--- src/rta_consts.svh ---
// Notes on behaviour
// - each alias slot keeps a 7-bit alias in bits 7..1, writable and readable
// - every incoming transaction address is compared with all alias slots
// - a match swaps the address for the paired physical address
// - an alias of zero never matches anything
// - all alias registers reset to zero, so no forwarding after reset
// - eight-bit mailbox byte, no effect, reads back last value written
// - mailbox reachable from controllers at both ends of the link
// - paired physical register keeps the remote 7-bit address in bits 7..1
// - substituted transaction is forwarded over the control channel
`ifndef RTA_CONSTS_SVH
`define RTA_CONSTS_SVH

// ----------------------------------------------------------------
// register indices (byte address is four times the index)
// ----------------------------------------------------------------
`define RTA_IDX_PHYS2   10'h00A
`define RTA_IDX_ALIAS2  10'h012
`define RTA_IDX_ALIAS3  10'h013
`define RTA_IDX_ALIAS4  10'h014
`define RTA_IDX_ALIAS5  10'h015
`define RTA_IDX_ALIAS6  10'h016
`define RTA_IDX_ALIAS7  10'h017
`define RTA_IDX_MBOX    10'h018
`define RTA_IDX_STATUS  10'h020

// ----------------------------------------------------------------
// field positions and reset values
// ----------------------------------------------------------------
`define RTA_ADDR_MSB    7
`define RTA_ADDR_LSB    1
`define RTA_ALIAS_RST   7'h00
`define RTA_PHYS_RST    7'h00
`define RTA_MBOX_RST    8'h00
`define RTA_STAT_HIT    7
`define RTA_STAT_SLOT_L 4

`endif

--- src/rta_pkg.sv ---
package rta_pkg;

  // ----------------------------------------------------------------
  // transaction carriers
  // ----------------------------------------------------------------
  typedef logic [6:0] rta_addr_t;

  typedef struct packed {
    rta_addr_t addr;   // 7-bit target address
    logic      rd;     // read/write bit of the address byte
  } rta_req_s;

  typedef struct packed {
    logic [2:0] slot;  // alias slot that matched
    rta_addr_t  addr;  // substituted physical address
    logic       rd;    // read/write bit, passed through
  } rta_fwd_s;

endpackage : rta_pkg

--- src/rta_alias_map.sv ---
`timescale 1ns/1ps
`include "rta_consts.svh"

module rta_alias_map #(
  parameter int NUM_SLOTS  = 6,
  parameter int FIRST_SLOT = 2
) (
  input  wire logic              core_clk,       // 250 MHz core clock
  input  wire logic              reset,          // sync reset, high
  input  wire logic              psel,           // apb select
  input  wire logic              penable,        // apb enable
  input  wire logic              pwrite,         // apb direction
  input  wire logic [11:0]       paddr,          // apb byte address
  input  wire logic [31:0]       pwdata,         // apb write data
  input  wire logic [3:0]        pstrb,          // apb byte strobes
  output logic      [31:0]       prdata,         // apb read data
  output logic                   pready,         // apb ready
  output logic                   pslverr,        // apb error
  input  wire logic              req_valid,      // decoded address byte
  input  wire rta_pkg::rta_req_s req,            // its address and r/w
  output logic                   fwd_valid,      // to control channel
  output rta_pkg::rta_fwd_s      fwd,            // remapped transaction
  output logic                   local_valid,    // no alias matched
  output rta_pkg::rta_req_s      local_req,      // unchanged transaction
  input  wire logic              rmt_mbox_we,    // far-end mailbox write
  input  wire logic [7:0]        rmt_mbox_wdata, // far-end mailbox data
  output logic      [7:0]        mbox_value      // mailbox for far end
);

  // ----------------------------------------------------------------
  // parameter check
  // ----------------------------------------------------------------
  localparam int SW = 3;

  if (NUM_SLOTS < 1 || NUM_SLOTS + FIRST_SLOT > 8) begin : g_chk
    $error("rta_alias_map: slot range does not fit three bits");
  end

  // ----------------------------------------------------------------
  // helpers
  // ----------------------------------------------------------------
  function automatic logic in_win(input logic [9:0] idx,
                                  input logic [9:0] base);
    in_win = (idx >= base) && (idx < base + 10'(NUM_SLOTS));
  endfunction : in_win

  function automatic logic [SW-1:0] win_off(input logic [9:0] idx,
                                            input logic [9:0] base);
    logic [9:0] d;
    d       = idx - base;
    win_off = d[SW-1:0];
  endfunction : win_off

  function automatic logic [SW-1:0] first_set(
    input logic [NUM_SLOTS-1:0] v);
    first_set = '0;
    for (int i = NUM_SLOTS - 1; i >= 0; i--) begin
      if (v[i]) begin
        first_set = SW'(i);
      end
    end
  endfunction : first_set

  // ----------------------------------------------------------------
  // state
  // ----------------------------------------------------------------
  logic [6:0]    alias_r [NUM_SLOTS];
  logic [6:0]    phys_r  [NUM_SLOTS];
  logic [7:0]    mbox_r;
  logic [31:0]   prdata_r;
  logic          pready_r;
  logic          pslverr_r;
  logic          fwd_valid_r;
  rta_pkg::rta_fwd_s fwd_r;
  logic          local_valid_r;
  rta_pkg::rta_req_s local_r;
  logic          last_hit_r;
  logic [SW-1:0] last_slot_r;
  logic [3:0]    fwd_cnt_r;

  // ----------------------------------------------------------------
  // apb decode
  // ----------------------------------------------------------------
  wire logic [9:0]    idx       = paddr[11:2];
  wire logic          alias_sel = in_win(idx, `RTA_IDX_ALIAS2);
  wire logic          phys_sel  = in_win(idx, `RTA_IDX_PHYS2);
  wire logic          mbox_sel  = (idx == `RTA_IDX_MBOX);
  wire logic          stat_sel  = (idx == `RTA_IDX_STATUS);
  wire logic          mapped    = alias_sel | phys_sel | mbox_sel
                                  | stat_sel;
  wire logic [SW-1:0] alias_off = win_off(idx, `RTA_IDX_ALIAS2);
  wire logic [SW-1:0] phys_off  = win_off(idx, `RTA_IDX_PHYS2);
  wire logic          setup     = psel && !penable;
  wire logic          wr_en     = psel && penable && pready_r && pwrite
                                  && mapped && pstrb[0];
  wire logic [7:0]    stat_byte = {last_hit_r, last_slot_r, 4'h0};

  wire logic [31:0] rd_word =
    alias_sel ? {24'h000000, alias_r[alias_off], 1'b0} :
    phys_sel  ? {24'h000000, phys_r[phys_off], 1'b0}   :
    mbox_sel  ? {24'h000000, mbox_r}                   :
    stat_sel  ? {20'h00000, fwd_cnt_r, stat_byte[7:4],
                 4'h0} : 32'h00000000;

  // ----------------------------------------------------------------
  // apb response, zero wait states
  // ----------------------------------------------------------------
  always_ff @(posedge core_clk) begin
    if (reset) begin
      pready_r  <= 1'b0;
      pslverr_r <= 1'b0;
      prdata_r  <= 32'h00000000;
    end else begin
      pready_r  <= setup;
      pslverr_r <= setup && !mapped;
      if (setup && !pwrite) begin
        prdata_r <= rd_word;
      end
    end
  end

  // ----------------------------------------------------------------
  // alias and physical address slots
  // ----------------------------------------------------------------
  logic [NUM_SLOTS-1:0] hit_vec;

  for (genvar g = 0; g < NUM_SLOTS; g++) begin : g_slot
    // zero alias is disabled
    assign hit_vec[g] = req_valid && (alias_r[g] != 7'h00)
                        && (alias_r[g] == req.addr);

    always_ff @(posedge core_clk) begin
      if (reset) begin
        alias_r[g] <= `RTA_ALIAS_RST;
        phys_r[g]  <= `RTA_PHYS_RST;
      end else begin
        if (wr_en && alias_sel && alias_off == SW'(g)) begin
          // bit 0 dropped on write
          alias_r[g] <= pwdata[`RTA_ADDR_MSB:`RTA_ADDR_LSB];
        end
        if (wr_en && phys_sel && phys_off == SW'(g)) begin
          phys_r[g] <= pwdata[`RTA_ADDR_MSB:`RTA_ADDR_LSB];
        end
      end
    end
  end

  // ----------------------------------------------------------------
  // mailbox, local apb write wins over far-end write
  // ----------------------------------------------------------------
  always_ff @(posedge core_clk) begin
    if (reset) begin
      mbox_r <= `RTA_MBOX_RST;
    end else if (wr_en && mbox_sel) begin
      mbox_r <= pwdata[7:0];
    end else if (rmt_mbox_we) begin
      mbox_r <= rmt_mbox_wdata;
    end
  end

  // ----------------------------------------------------------------
  // address substitution and forwarding
  // ----------------------------------------------------------------
  wire logic          any_hit  = |hit_vec;
  wire logic [SW-1:0] hit_idx  = first_set(hit_vec);
  wire logic [6:0]    exp_phys = phys_r[hit_idx];

  always_ff @(posedge core_clk) begin
    if (reset) begin
      fwd_valid_r   <= 1'b0;
      fwd_r         <= '0;
      local_valid_r <= 1'b0;
      local_r       <= '0;
    end else begin
      fwd_valid_r   <= any_hit;
      local_valid_r <= req_valid && !any_hit;
      if (any_hit) begin
        fwd_r.slot <= hit_idx + SW'(FIRST_SLOT);
        fwd_r.addr <= exp_phys;
        fwd_r.rd   <= req.rd;
      end
      if (req_valid && !any_hit) begin
        local_r <= req;
      end
    end
  end

  // ----------------------------------------------------------------
  // status
  // ----------------------------------------------------------------
  always_ff @(posedge core_clk) begin
    if (reset) begin
      last_hit_r  <= 1'b0;
      last_slot_r <= '0;
      fwd_cnt_r   <= 4'h0;
    end else if (req_valid) begin
      last_hit_r <= any_hit;
      if (any_hit) begin
        last_slot_r <= hit_idx + SW'(FIRST_SLOT);
        fwd_cnt_r   <= fwd_cnt_r + 4'h1;
      end
    end
  end

  // ----------------------------------------------------------------
  // outputs
  // ----------------------------------------------------------------
  assign prdata      = prdata_r;
  assign pready      = pready_r;
  assign pslverr     = pslverr_r;
  assign fwd_valid   = fwd_valid_r;
  assign fwd         = fwd_r;
  assign local_valid = local_valid_r;
  assign local_req   = local_r;
  assign mbox_value  = mbox_r;
endmodule : rta_alias_map

--- config.mk ---
export PLATFORM = sky130hd
export DESIGN_NAME = rta_alias_map
export DESIGN_NICKNAME = d
export VERILOG_FILES = /design/src/rta_pkg.sv /design/src/rta_alias_map.sv
export VERILOG_INCLUDE_DIRS = /design/src
export SDC_FILE = /design/constraint.sdc
export NUM_CORES = 1
export LEC_CHECK = 0
export ABC_AREA = 1
export BUFFER_PORTS_ARGS = -buffer_cell sky130_fd_sc_hd__buf_2
export CORE_MARGIN = 5
export CORE_UTILIZATION = 55
export CTS_BUF_LIST = sky130_fd_sc_hd__clkbuf_8 sky130_fd_sc_hd__clkbuf_16
export CTS_CLUSTER_DIAMETER = 50
export DETAILED_ROUTE_END_ITERATION = 10
export PLACE_DENSITY = 0.79
export SYNTH_ARGS = -nofsm -noshare
export SYNTH_HDL_FRONTEND = slang
export SYNTH_SLANG_ARGS = --single-unit
export TNS_END_PERCENT = 100
--- constraint.sdc ---
create_clock -name core_clk -period 5.7 [get_ports core_clk]
set_clock_uncertainty 0.05 [all_clocks]
set_input_delay 0.57 -clock core_clk [delete_from_list [all_inputs] [get_ports core_clk]]
set_output_delay 0.57 -clock core_clk [all_outputs]
set_load 0.05 [all_outputs]
# ---- Word-level counts from Yosys, hierarchy flattened
# Memories as Yosys holds them, arrays and structs flattened. A register that Yosys moved wholly into a read port is not among the register bits.
# Index checks and enable logic that the tools add are counted.
dict set report totals {
  regBits 64
  mem_bits_rw 84
  in_bits 71
  out_inout_bits 63
  word_cells 171
  mem_count 2
}
dict set report classes {
  addsub 4
  n_lt_le_gt_ge 4
  n_eq_ne 18
  muxes 62
  bitwise 15
  reduce_logical 53
}
# memory words width read_ports rd_clocked_by_memory_dff write_ports line_no
set memory_table {}
lappend memory_table {alias_r 6 7 7 0 6 rta_alias_map.sv:67} ;# logic [6:0] alias_r [NUM_SLOTS];
lappend memory_table {phys_r 6 7 2 1 6 rta_alias_map.sv:68} ;# logic [6:0] phys_r [NUM_SLOTS];
# operator n
set ops {}
lappend ops {{$mux 7} 12}
lappend ops {{$mux 12} 4}
lappend ops {{$eq 7x7->1} 6}
lappend ops {{$reduce_bool 7->1} 6}
lappend ops {{$logic_and 1x1->1} 38}
lappend ops {{$mux 1} 38}
lappend ops {{$lt 10x5->1 const B} 2}
lappend ops {{$mux 3} 6}
lappend ops {{$mux 8} 2}
lappend ops {{$or 1x1->1} 15}
lappend ops {{$eq 3x2->1 const B} 4}
lappend ops {{$eq 3x3->1 const B} 4}
lappend ops {{$eq 10x5->1 const B} 1}
lappend ops {{$eq 10x6->1 const B} 1}
lappend ops {{$ge 10x4->1 const B} 1}
lappend ops {{$ge 10x5->1 const B} 1}
lappend ops {{$eq 3x1->1 const B} 2}
lappend ops {{$logic_not 3->1} 2}
lappend ops {{$reduce_or 6->1} 1}
lappend ops {{$sub 3x2->3 const B} 2}
lappend ops {{$add 4x1->4 const B} 1}
lappend ops {{$logic_not 1->1} 4}
lappend ops {{$add 3x2->3 const B} 1}
lappend ops {{$reduce_and 2->1} 1}
lappend ops {{$reduce_bool 2->1} 1}

# ---- Longest topological paths before layout
# Gate-level depths: netlist of run 1.
dict set report depth {
  word_depth 13
  depth_mapped 19
  depth_no_buf 17
}

# ---- Worst setup path before layout of run 1
# Ideal clock, no wire load.
dict set report synth_path {
  kind {input port to flip-flop}
  startpoint {in paddr[3]}
  endpoint {mem alias_r[4][0], enable pin}
  setup_ns 0.324
  arrival_ns 2.060
  required_ns 5.326
  setup_slack_ns 3.267
  stages 12
  n_path_buf 2
  path_cell_list {clkbuf_1 inv_1 ha_1 nand3_1 nor2_4 nand2_1 nand4_4 nand2_4 nor2_4 buf_6 nand3_1 nand2_1}
}
# element line_no
set synth_lines {}
lappend synth_lines {{start, declared} rta_alias_map.sv:13} ;# input wire logic [11:0] paddr,
lappend synth_lines {{end, declared} rta_alias_map.sv:67}

# ---- Final worst setup path of run 1
dict set report layout_path {
  startpoint {in paddr[2]}
  endpoint {reg prdata_r[3], in the netlist prdata[3]}
}
dict set report layout_via {
  elab_chain_cells 4
  elab_cells_between_ends 14
  classes_between {add/sub (2); order compare (4); eq/ne (1); mux (3); reduce/logical (2); memory (2)}
}
# element line_no
set layout_rtl {}
lappend layout_rtl {{$sub 3x2->3 (tied with other cells)} rta_alias_map.sv:50} ;# d = idx - base;
lappend layout_rtl {{$mem_v2 6x7 (tied with other cells)} -}
lappend layout_rtl {{$mux 12} rta_alias_map.sv:100} ;# phys_sel ? {24'h000000, phys_r[phys_off], 1'b0} :
lappend layout_rtl {{$mux 12 (*)} rta_alias_map.sv:99} ;# alias_sel ? {24'h000000, alias_r[alias_off], 1'b0} :
lappend layout_rtl {{end signal, assigned} rta_alias_map.sv:117} ;# prdata_r <= rd_word;
lappend layout_rtl {{end, declared} rta_alias_map.sv:70} ;# logic [31:0] prdata_r;
# Mark *: on every way between the ends. The rest lies on a longest branch, timed or not.
# A chain may end at the register's enable or synchronous reset.

==> results of run 1 <==
## area by class of cell
| class | instances | area (sq um) |
|---|---|---|
| fill | 1182 | 5186 |
| sequential | 135 | 3543 |
| multi-input combinational | 663 | 3387 |
| clock buffer | 20 | 500.5 |
| timing repair buffer | 89 | 457.9 |
| inverter | 111 | 419.2 |
| tap | 180 | 225.2 |
| clock inverter | 12 | 107.6 |
## flip-flops by register name (all words and copies together) (netlist names)
signal and flops:
fwd_cnt_r 4, fwd_valid 1, pslverr 1, fwd 11, phys_r 42, last_hit_r 1, local_req 8, local_valid 1
prdata 12, alias_r 42, mbox_value 8, pready 1, last_slot_r 3
## cells by family (layout without fill, tap and decap cells)
family	count (synthesis)	count (layout)	synth area share [%]
AOI/OAI and AO/OA	134	134	10.76
buffers and inverters	177	232	11.05
and+or+nand+nor	493	493	30.23
xor gates and xnor gates	13	13	1.477
adders and majority gates	3	3	0.4868
DFF	135	135	45.95
other	1	20	0.04863
## report_power, final
group	internal [mW]	leakage, nW	switching (mW)	total [mW]
Clock	0.681	0.307	0.435	1.12
Sequential	1.06	1.32	0.0202	1.08
Combinational	0.0650	2.23	0.231	0.296
## critical path, stage by stage
cell	delay, ns
buf_2	0.36
inv_1	0.35
nand2_1	0.32
clkinv_1	0.63
nand2_1	0.20
o2111ai_1	0.20
a221oi_1	0.40
a31oi_1	0.08
o21bai_1	0.13
inv_1	0.05
## metal layers
metal,vias to the layer above,wire [um]
met1,3241,8439
met2,394,10020
met5,-,0
met4,0,865
li1,3279,-
met3,67,2255
## how the worst max path moves through the flow
stage	depth (start not counted)	endpoint	startpoint
after global routing	10	prdata[3]	paddr[2]
after global placement	10	prdata[3]	paddr[2]
after floorplan	12	alias_r[4][0]	paddr[3]
final	10	prdata[3]	paddr[2]
after detailed placement	10	alias_r[0][3]	paddr[2]
after CTS	10	prdata[3]	paddr[2]
## cells in the final DEF, fill, tap and decap left out, drive strengths merged
cell type / Yosys / final
nand2: 221 / 221
nand3b: 5 / 5
o2111ai: 10 / 10
or2: 3 / 3
a31oi: 21 / 21
nand4: 23 / 23
conb: 1 / 20
a221oi: 4 / 4
dfxtp: 51 / 51
a311oi: 1 / 1
nor3: 17 / 17
ha: 3 / 3
o221ai: 1 / 1
a22o: 1 / 1
o22ai: 7 / 7
xor2: 10 / 10
o31ai: 1 / 1
bufinv: 0 / 1
and3: 1 / 1
inv: 109 / 118
nor2: 135 / 135
clkinvlp: 0 / 1
clkinv: 2 / 3
clkbuf: 21 / 20
o211ai: 8 / 8
nor4: 1 / 1
o21bai: 1 / 1
xnor2: 3 / 3
buf: 45 / 89
o21ai: 45 / 45
a21oi: 32 / 32
a22oi: 2 / 2
nand3: 87 / 87
edfxtp: 84 / 84
## metrics by stage
stage               instances  worst slack (ns)  total power, mW
floorplan                 975             3.267            1.328
global placement         1178             2.422            1.390
detailed placement       1178             2.376            1.395
CTS                      1210             2.794            2.491
global route             1210             2.537            2.568
finish                   1210             2.682            2.496
==> summary.txt, run 1 <==
Floorplan
  • Total die area: 16490 sq um
  • Initial core utilization: 55.77%
  • I/O pin total: 134
  • # rows: 43
  • Die Y-Extent: ~130 um
  • Core area: around 14000 sq um
  • Die W: around 130 um

Detailed routing
  • Vias/cell: 5.769
  • Pre-antenna DRT Iters: 5
  • Wire per inst: 17.84 um
  • Routed via count: 6981
  • Initial detailed-routing violation count: 724
  • Final wirelength: 21.59 mm
  • DRC violations left: 0
  • Post-route ant nets: 0

Global routing
  • Vias in the first global route: between 6000 and 7000
  • First-pass GRT wire length: between 30 and 40 mm
  • GR met3 Demand/Resource: 5.729%
  • Largest net degree at the start of global routing: 50
  • Gr busiest metal: met2
  • GRT Util Overall: 26.35%
  • Initial antenna violation count: 0
  • Total grt overflow: 0
  • M1 GR Usage: 34.24%
  • M2 GR Usage: about two fifths

Hold path
  • Hold Crit Class: input port to register
  • Worst hold stages: 3
  • Worst Hold Path EP: mbox_value[0]
  • Worst Hold Launch: pwdata[0]

Clocking
  • Hold buffer count at CTS: 0
  • Num CTS Buffers: 17
  • CTS Sinks: 135
  • CTS clk-pin slew, worst paths: 0.06 ns
  • CTS resizes: 0
  • H-tree depth: 4
  • Worst-skew pair later-pin latency: roughly 0.43 ns
  • Setup Buffers After CTS: 0
  • Max clock buf depth: 2
  • Root Driver: clkbuf_16
  • CTS tree: done

Timing
  • Max transition margin: 27.77%
  • Least-Margin Pin Slew: around 1.1 ns
  • Hold Slack: 0.3690 ns
  • Setup tns final: 0 ns
  • Final setup viols: 0
  • Final hold vios: 0
  • FMAX: 331.3 MHz
  • Final Cycle Share: 52.95%
  • Min cycle time layout: 3.018 ns
  • RSZ-0062 raised after global routing: no
  • Fin. max-slew vios: 0

Worst setup path
  • CP startpoint kind: input port
  • Worst Path Required: 5.98 ns
  • WP data arrival: 3.29 ns
  • Reg2reg start: alias_r[5][3]
  • CP endpoint kind: register
  • Reg2reg end: local_req[1]
  • Reg2reg setup slack: 3.11 ns
  • Critical path fanouts, max: 21
  • Type of the worst setup path: input port to register
  • Reg2Reg Depth: 13

Power
  • VDD IR max: 238.3 uV
  • P per Cell Area: a little under 300 nW/um^2
  • P_leak: 3.853 nW

Finish
  • Ant diodes: 0
  • Cell area after layout: 8641 sq um
  • Final net count: 1091
  • Area growth, synth to finish: 12.06%
  • Final Core Density: a little over three fifths
  • Share of layout cells above drive strength 1: 16.60%

Status
  • Result of the run: complete, no violations

Synth
  • Most frequent cells after synthesis: 214 x nand2_1, 124 x nor2_1, 100 x inv_1
  • Synth Flop Type: edfxtp_1
  • Post-synth EDFFs: 84
  • Ys async rst share: 0%
  • Mapped Cells: between 900 and 1000
  • Seq/Total Area, Yosys: ~46%
  • Yosys reg bits: 135
  • Largest cells by area after synthesis: edfxtp_1 33%, dfxtp_1 13%, nand2_1 10%
  • Synth area leader: edfxtp_1
  • Most common cell in the netlist: nand2_1
  • Avg Inst Size Synth: about 8.1 sq um
  • Cell Area, Synth: 7711 sq um
  • Netlist cell types: 52
  • Synth top area share: 32.71%
  • YS warnings: 0

Placed design
  • Port bufs: 84
  • Dpl hpwl: between 15 and 20 mm
  • Placer Congestion: 0.9737
  • Placed Area: 8033 sq um

Job
  • Max Cap Viol: 0
Power figures use the tool's default switching activity.
==> inputs of run 2 (changes only) <==
==> constraint.sdc (replaced) <==
create_clock -name core_clk -period 3 [get_ports core_clk]
set_clock_uncertainty 0.05 [all_clocks]
set_input_delay 0.3 -clock core_clk [delete_from_list [all_inputs] [get_ports core_clk]]
set_output_delay 0.3 -clock core_clk [all_outputs]
set_load 0.05 [all_outputs]
==> run 2 against run 1 <==
  * Cell count rose by 0.91%
  * Core utilization is 0.29 points higher
  * Global-route usage hardly changed
  * Non-clock buffer count increased by 11
  * Count of clock-buffer cells in the layout fell by 1
  * Hold slack lost 0.27 ns
  * Critical endpoint is now fwd[5]
==> summary.txt, run 2 (synthesis gave the netlist of run 1 again) <==
Power
  • P_leak: 3.890 nW (+0.96%)
  • Sw Ratio: 28.52% (+1.0 points)
  • Sequential fraction of design power: 44.4% (+1.0 points)
  • P per Cell Area: 534.0 nW/um^2 (+85%)
  • Proportion of power drawn by combinational gates: 12.3% (+0.4 points)
  • Clock power share: 43.2% (-1.5 points)
  • VDD IR max: 466.2 uV (+96%)
  • P_int: 3.314 mW (+83%)
  • Switching pwr: 1.322 mW (+93%)
  • Power, Total: 4.636 mW (+86%)

Clocking
  • CTS tree: done
  • Num CTS Buffers: 17 (unchanged)
  • H-tree depth: 4 (unchanged)
  • Max clock buf depth: 2 (unchanged)
  • Setup Buffers After CTS: 0 (unchanged)
  • CTS resizes: 0 (unchanged)
  • CTS clk-pin slew, worst paths: 0.06 ns (about the same)
  • Root Driver: clkbuf_16
  • CTS Sinks: 135 (unchanged)
  • Worst-skew pair later-pin latency: 0.43 ns (about the same)
  • Hold buffer count at CTS: 0 (unchanged)

Worst setup path
  • CP startpoint kind: register
  • CP max stage cell: edfxtp_1
  • CP endpoint kind: register
  • Sum of buffers and inverters on the critical path: 2 (-2)
  • Type of the worst setup path: register to register
  • CP cell instances: nor3_1 > nand4_1 > nand3_1 > nor2_1 > nor2_2 > inv_1 > nor2_4 > inv_1 > nand3_1 > nand3_1 > nand2_1 > nand2_1
  • WP data arrival: 2.70 ns (-0.59 ns)
  • Reg2reg setup slack: 0.58 ns (-2.53 ns)
  • Worst Path Required: 3.27 ns (-2.71 ns)
  • Critical path fanouts, max: 9 (-57%)
  • Top cell family by delay on the critical path: simple AND/OR/NAND/NOR gates
  • Worst path most repeated cell: nand3_1
  • Slowest stage delay, CP: 0.46 ns (-0.17 ns)

Placed design
  • Port bufs: 84 (unchanged)
  • Placer Congestion: 1.028 (+5.6%)
  • DP Cell Count: 1189 (+0.93%)
  • Post-Place Setup Slack: 0.4077 ns (-1.968 ns)
  • Dpl hpwl: 15.73 mm (+2.6%)
  • Placed Area: 8115 sq um (+1.0%)

Finish
  • Filler Cells Inserted: 1171 (-0.93%)
  • Area growth, synth to finish: 12.58%
  • Cell area after layout: 8681 sq um (+0.46%)
  • Share of layout cells above drive strength 1: 17.48% (+0.88 points)
  • Non-filler cells, final: 1221 (+0.91%)
  • Final net count: 1102 (+1.0%)
  • Most common cell after layout, fill and taps aside: nand2_1
  • Ant diodes: 0 (unchanged)
  • Final Core Density: 62.78% (+0.29 points)
  • Most frequent cells in the layout: 214 x nand2_1, 124 x nor2_1, 101 x inv_1

Global routing
  • First-pass GRT wire length: 33.42 mm (+0.10%)
  • Total grt overflow: 0 (unchanged)
  • Largest net degree at the start of global routing: 35 (-30%)
  • Initial antenna violation count: 0 (unchanged)
  • Vias in the first global route: 6357 (+0.35%)
  • GRT Util Overall: 26.31% (-0.045 points)

Floorplan
  • Initial core utilization: 55.77% (unchanged)
  • # rows: 43 (unchanged)
  • Core area: 13830 sq um (unchanged)
  • I/O pin total: 134 (unchanged)
  • Total die area: 16490 sq um (unchanged)
  • Die W: 128.4 um (unchanged)
  • Die Y-Extent: 128.4 um (unchanged)

Timing
  • Setup tns final: 0 ns (unchanged)
  • Final Cycle Share: approximately four fifths
  • Fin. max-slew vios: 0 (unchanged)
  • Final setup margin: 0.5763 ns (-2.106 ns)
  • Max transition margin: 40.40% (+13 points)
  • FMAX: 412.6 MHz
  • Min cycle time layout: 2.424 ns
  • RSZ-0062 raised after global routing: no
  • Hold Slack: 0.09470 ns (-0.2743 ns)
  • Final setup viols: 0 (unchanged)
  • Final hold vios: 0 (unchanged)
  • Least-Margin Pin Slew: 0.8927 ns (-0.1893 ns)

Detailed routing
  • Pre-antenna DRT Iters: 6 (+1)
  • Vias/cell: 5.737 (-0.56%)
  • Routed via count: 7005 (+0.34%)
  • Initial detailed-routing violation count: 685 (-5.4%)
  • Final wirelength: 21.75 mm (+0.76%)
  • Wire per inst: 17.81 um (-0.14%)
  • Post-route ant nets: 0 (unchanged)
  • DRC violations left: 0 (unchanged)

Hold path
  • Hold Crit Class: input port to register

Job
  • Max Cap Viol: 0 (unchanged)

Status
  • Result of the run: complete, no violations
-- run 2: cell types whose count changed in the layout (fill, tap and decap cells not counted), sizes merged --
cell	delta
bufinv	-1
inv	+1
clkinv	+1
clkbuf	-1
buf	+11
-- run 2: worst paths after layout --
kind	to	depth (start not counted)	startpoint
worst max-delay path	fwd[5]	12	alias_r[0][2]
worst min-delay path	mbox_value[0]	3	pwdata[0]
worst max register to register	fwd[5]	12	alias_r[0][2]
worst min register to register	fwd[3]	2	fwd[3]
-- run 2: power by group through the flow --
| stage | Clock (mW) | Sequential, mW | Combinational [mW] |
|---|---|---|---|
| 5_1_grt | 2.09 | 2.07 | 0.610 |
| 4_1_cts | 2.01 | 2.06 | 0.567 |
| 2_1_floorplan | 0 | 2.17 | 0.354 |
| 3_3_place_gp | 0 | 2.10 | 0.557 |
| 6_report | 2.00 | 2.06 | 0.572 |
| 3_5_place_dp | 0 | 2.10 | 0.563 |
-- run 2: worst register-to-register path, delay by kind of cell (launching register included) --
kind | cells | cell delay (ns)
and+or+nand+nor | 10 | 1.47
DFF | 1 | 0.46
buffers and inverters | 2 | 0.35
-- run 2: area by class of cell --
class / instances / area, sq um / share of cell area (%)
multi-input combinational: 663 / 3387 / 39.02
timing repair buffer: 100 / 540.5 / 6.227
tap: 180 / 225.2 / 2.594
inverter: 111 / 419.2 / 4.828
clock inverter: 13 / 90.09 / 1.038
sequential: 135 / 3543 / 40.82
clock buffer: 19 / 475.5 / 5.477
-- run 2: metal layers --
| layer | global-route usage [%] | share of wire (%) | wire, um | vias up |
|---|---|---|---|---|
| met5 | 0 | 0 | 0 | - |
| met4 | 10.74 | 3.7 | 798 | 0 |
| met3 | 6.185 | 10 | 2265 | 67 |
| met2 | 43.92 | 47 | 10280 | 404 |
| met1 | 32.96 | 39 | 8410 | 3234 |
| li1 | - | - | - | 3300 |
==> inputs of run 3 (changes only) <==
--- a/config.mk
+++ b/config.mk
@@ -9,11 +9,11 @@
 export ABC_AREA = 1
 export BUFFER_PORTS_ARGS = -buffer_cell sky130_fd_sc_hd__buf_2
 export CORE_MARGIN = 5
-export CORE_UTILIZATION = 55
+export CORE_UTILIZATION = 51
 export CTS_BUF_LIST = sky130_fd_sc_hd__clkbuf_8 sky130_fd_sc_hd__clkbuf_16
 export CTS_CLUSTER_DIAMETER = 50
 export DETAILED_ROUTE_END_ITERATION = 10
-export PLACE_DENSITY = 0.79
+export PLACE_DENSITY = 0.77
 export SYNTH_ARGS = -nofsm -noshare
 export SYNTH_HDL_FRONTEND = slang
 export SYNTH_SLANG_ARGS = --single-unit
==> constraint.sdc (replaced) <==
create_clock -name core_clk -period 2.1 [get_ports core_clk]
set_clock_uncertainty 0.05 [all_clocks]
set_input_delay 0.21 -clock core_clk [delete_from_list [all_inputs] [get_ports core_clk]]
set_output_delay 0.21 -clock core_clk [all_outputs]
set_load 0.05 [all_outputs]
==> run 3 against run 2 <==
  * The run now ends with negative setup slack left
  * First-iteration DRC count up 22%
  * Flip-flop and latch count unchanged
  * Combinational power up 64%
  * Register-to-register slack worse by 0.63 ns
  * Sequential share of layout area down 4.0 points
  * Critical path type unchanged
  * Largest cell class is now multi-input gates
==> summary.txt, run 3 (synthesis gave the netlist of run 1 again) <==
Timing
  • Final setup margin: -0.05715 ns (-0.6335 ns)
  • Max transition margin: 53.47% (+13 points)
  • FMAX: 463.6 MHz (+12%)
  • Hold Slack: 0.008563 ns (-0.08614 ns)
  • Setup tns final: -0.2714 ns (-0.2714 ns)
  • Final Cycle Share: 102.7% (+22 points)
  • Final hold vios: 0 (unchanged)
  • Min cycle time layout: 2.157 ns (-0.2665 ns)
  • Fin. max-slew vios: 0 (unchanged)
  • Least-Margin Pin Slew: 0.6972 ns (-0.1955 ns)
  • Final setup viols: 7 (+7)
  • RSZ-0062 raised after global routing: yes

Floorplan
  • Total die area: 17680 sq um (+7.2%)
  • Initial core utilization: 51.29% (-4.5 points)
  • Die Y-Extent: 133.0 um (+3.5%)
  • I/O pin total: 134 (unchanged)
  • # rows: 45 (+4.7%)
  • Die W: 133.0 um (+3.5%)
  • Core area: 15030 sq um (+8.7%)

Finish
  • Ant diodes: 0 (unchanged)
  • Most common cell after layout, fill and taps aside: nand2_1
  • Seq. cell area: 3543 sq um (unchanged)
  • Area of the multi-input gates: 3586 sq um (+5.9%)
  • Cell area after layout: 9629 sq um (+11%)
  • Final net count: 1185 (+7.5%)
  • Final Core Density: 64.05% (+1.3 points)
  • Filler Cells Inserted: 1164 (-0.60%)
  • Share of layout cells above drive strength 1: 25.98% (+8.5 points)
  • Area growth, synth to finish: 24.87%
  • Most frequent cells in the layout: 208 x nand2_1, 118 x nor2_1, 98 x inv_1

Worst setup path
  • CP startpoint kind: register
  • CP endpoint kind: register
  • Critical path fanouts, max: 7 (-2)
  • Worst Path Required: 2.41 ns (-0.86 ns)
  • Type of the worst setup path: register to register
  • Reg2reg setup slack: -0.06 ns (-0.63 ns)
  • WP data arrival: 2.47 ns (-0.23 ns)

Clocking
  • Max clock buf depth: 2 (unchanged)
  • Worst-skew pair later-pin latency: 0.43 ns (about the same)
  • Root Driver: clkbuf_16
  • H-tree depth: 4 (unchanged)
  • Hold buffer count at CTS: 0 (unchanged)
  • CTS clk-pin slew, worst paths: 0.06 ns (about the same)
  • Num CTS Buffers: 17 (unchanged)
  • CTS Sinks: 135 (unchanged)
  • CTS tree: done

Hold path
  • Hold Crit Class: input port to register

Detailed routing
  • Post-route ant nets: 0 (unchanged)
  • Initial detailed-routing violation count: 835 (+22%)
  • Routed via count: 7416 (+5.9%)
  • Vias/cell: 5.652 (-1.5%)
  • Wire per inst: 17.95 um (+0.76%)
  • DRC violations left: 0 (unchanged)
  • Pre-antenna DRT Iters: 6 (unchanged)
  • Final wirelength: 23.55 mm (+8.3%)

Power
  • Proportion of power drawn by combinational gates: 13.9% (+1.6 points)
  • Sequential fraction of design power: 43.6% (-0.8 points)
  • Switching pwr: 1.851 mW (+40%)
  • Sw Ratio: 27.44% (-1.1 points)
  • P_int: 4.895 mW (+48%)
  • Clock power share: 42.5% (-0.7 points)
  • VDD IR max: 598.7 uV (+28%)
  • P_leak: 4.352 nW (+12%)
  • P per Cell Area: 700.5 nW/um^2 (+31%)

Placed design
  • Placer Congestion: 1.007 (-2.0%)
  • Dpl hpwl: 16.52 mm (+5.0%)
  • Port bufs: 84 (unchanged)
  • Placed Area: 8733 sq um (+7.6%)

Global routing
  • Initial antenna violation count: 0 (unchanged)
  • Largest net degree at the start of global routing: 50 (+43%)
  • Vias in the first global route: 6610 (+4.0%)
  • Total grt overflow: 0 (unchanged)
  • GRT Util Overall: 25.58% (-0.73 points)
  • First-pass GRT wire length: 35.20 mm (+5.3%)

Status
  • Result of the run: finished with violations
  • Failing checks: negative setup slack

Job
  • Max Cap Viol: 0 (unchanged)
[run 3: changes by cell type in the layout (fill, tap and decap cells not counted), moves of 4 or more]
cell,previous run,this run
clkinv_2,0,4
nand2_1,214,208
nor2_4,5,9
nand3_1,85,81
buf_12,0,7
a31oi_1,21,17
nand2_2,3,8
nor2_1,124,118
buf_4,16,87
[run 3: worst paths after layout]
path / from / endpoint / depth (start not counted)
max: alias_r[5][0] / fwd[7] / 14
min: pwdata[0] / mbox_value[0] / 3
min reg2reg: fwd[1] / fwd[1] / 2
max reg2reg: alias_r[5][0] / fwd[7] / 14
[run 3: critical path, cell delays in order (launching register included)]
cell and delay (ns):
edfxtp_1 0.43, nand2_1 0.11, nand2_1 0.07, nor2_1 0.09, nand3_1 0.13, nor2_4 0.20, nand2_2 0.08, nand2_2 0.08
nand2_4 0.09, a21oi_4 0.22, buf_6 0.16, nor2_2 0.04, nor2_2 0.14, nor2_1 0.07, a21oi_2 0.12
[run 3: cell type report]
class / instances / share of cell area (%)
clock buffers: 21 / 5.340
clock inverters: 11 / 0.7017
inverters: 111 / 4.379
multi-input cells: 665 / 37.24
flip-flops and latches: 135 / 36.80
well taps: 188 / 2.443
repair buffers: 181 / 13.10
[run 3: metrics by stage]
step	setup WS (ns)	power, mW	std cells
finish	-0.05715	6.746	1312
floorplan	0.02689	3.603	975
CTS	-0.01092	6.709	1303
detailed placement	-0.1320	3.883	1268
global route	-0.1870	6.944	1312
global placement	-0.06247	3.873	1268
[run 3: repair_timing]
| item | CTS | global route |
|---|---|---|
| setup buffers | 3 | 6 |
| resized for setup | 5 | 37 |
| gates cloned | 0 | 3 |
| setup endpoints to repair | 20 | 27 |
| pin swaps | 0 | 26 |
[run 3: power by group through the flow]
stage | registers (mW) | clock network [mW] | logic, mW
after floorplan | 3.10 | 0 | 0.506
after global placement | 2.99 | 0 | 0.878
after detailed placement | 3.00 | 0 | 0.887
after CTS | 2.94 | 2.87 | 0.897
after global routing | 2.95 | 3.00 | 0.996
final | 2.94 | 2.87 | 0.937
[run 3: per-layer routing]
layer / routed length [um] / vias to the layer above / share of wire [%] / GRT usage, %
li1: - / 3476 / - / -
met1: 9025 / 3413 / 38 / 32.31
met2: 11100 / 440 / 47 / 40.97
met3: 2372 / 87 / 10 / 5.970
met4: 1054 / 0 / 4.5 / 13.22
met5: 0 / - / 0 / 0
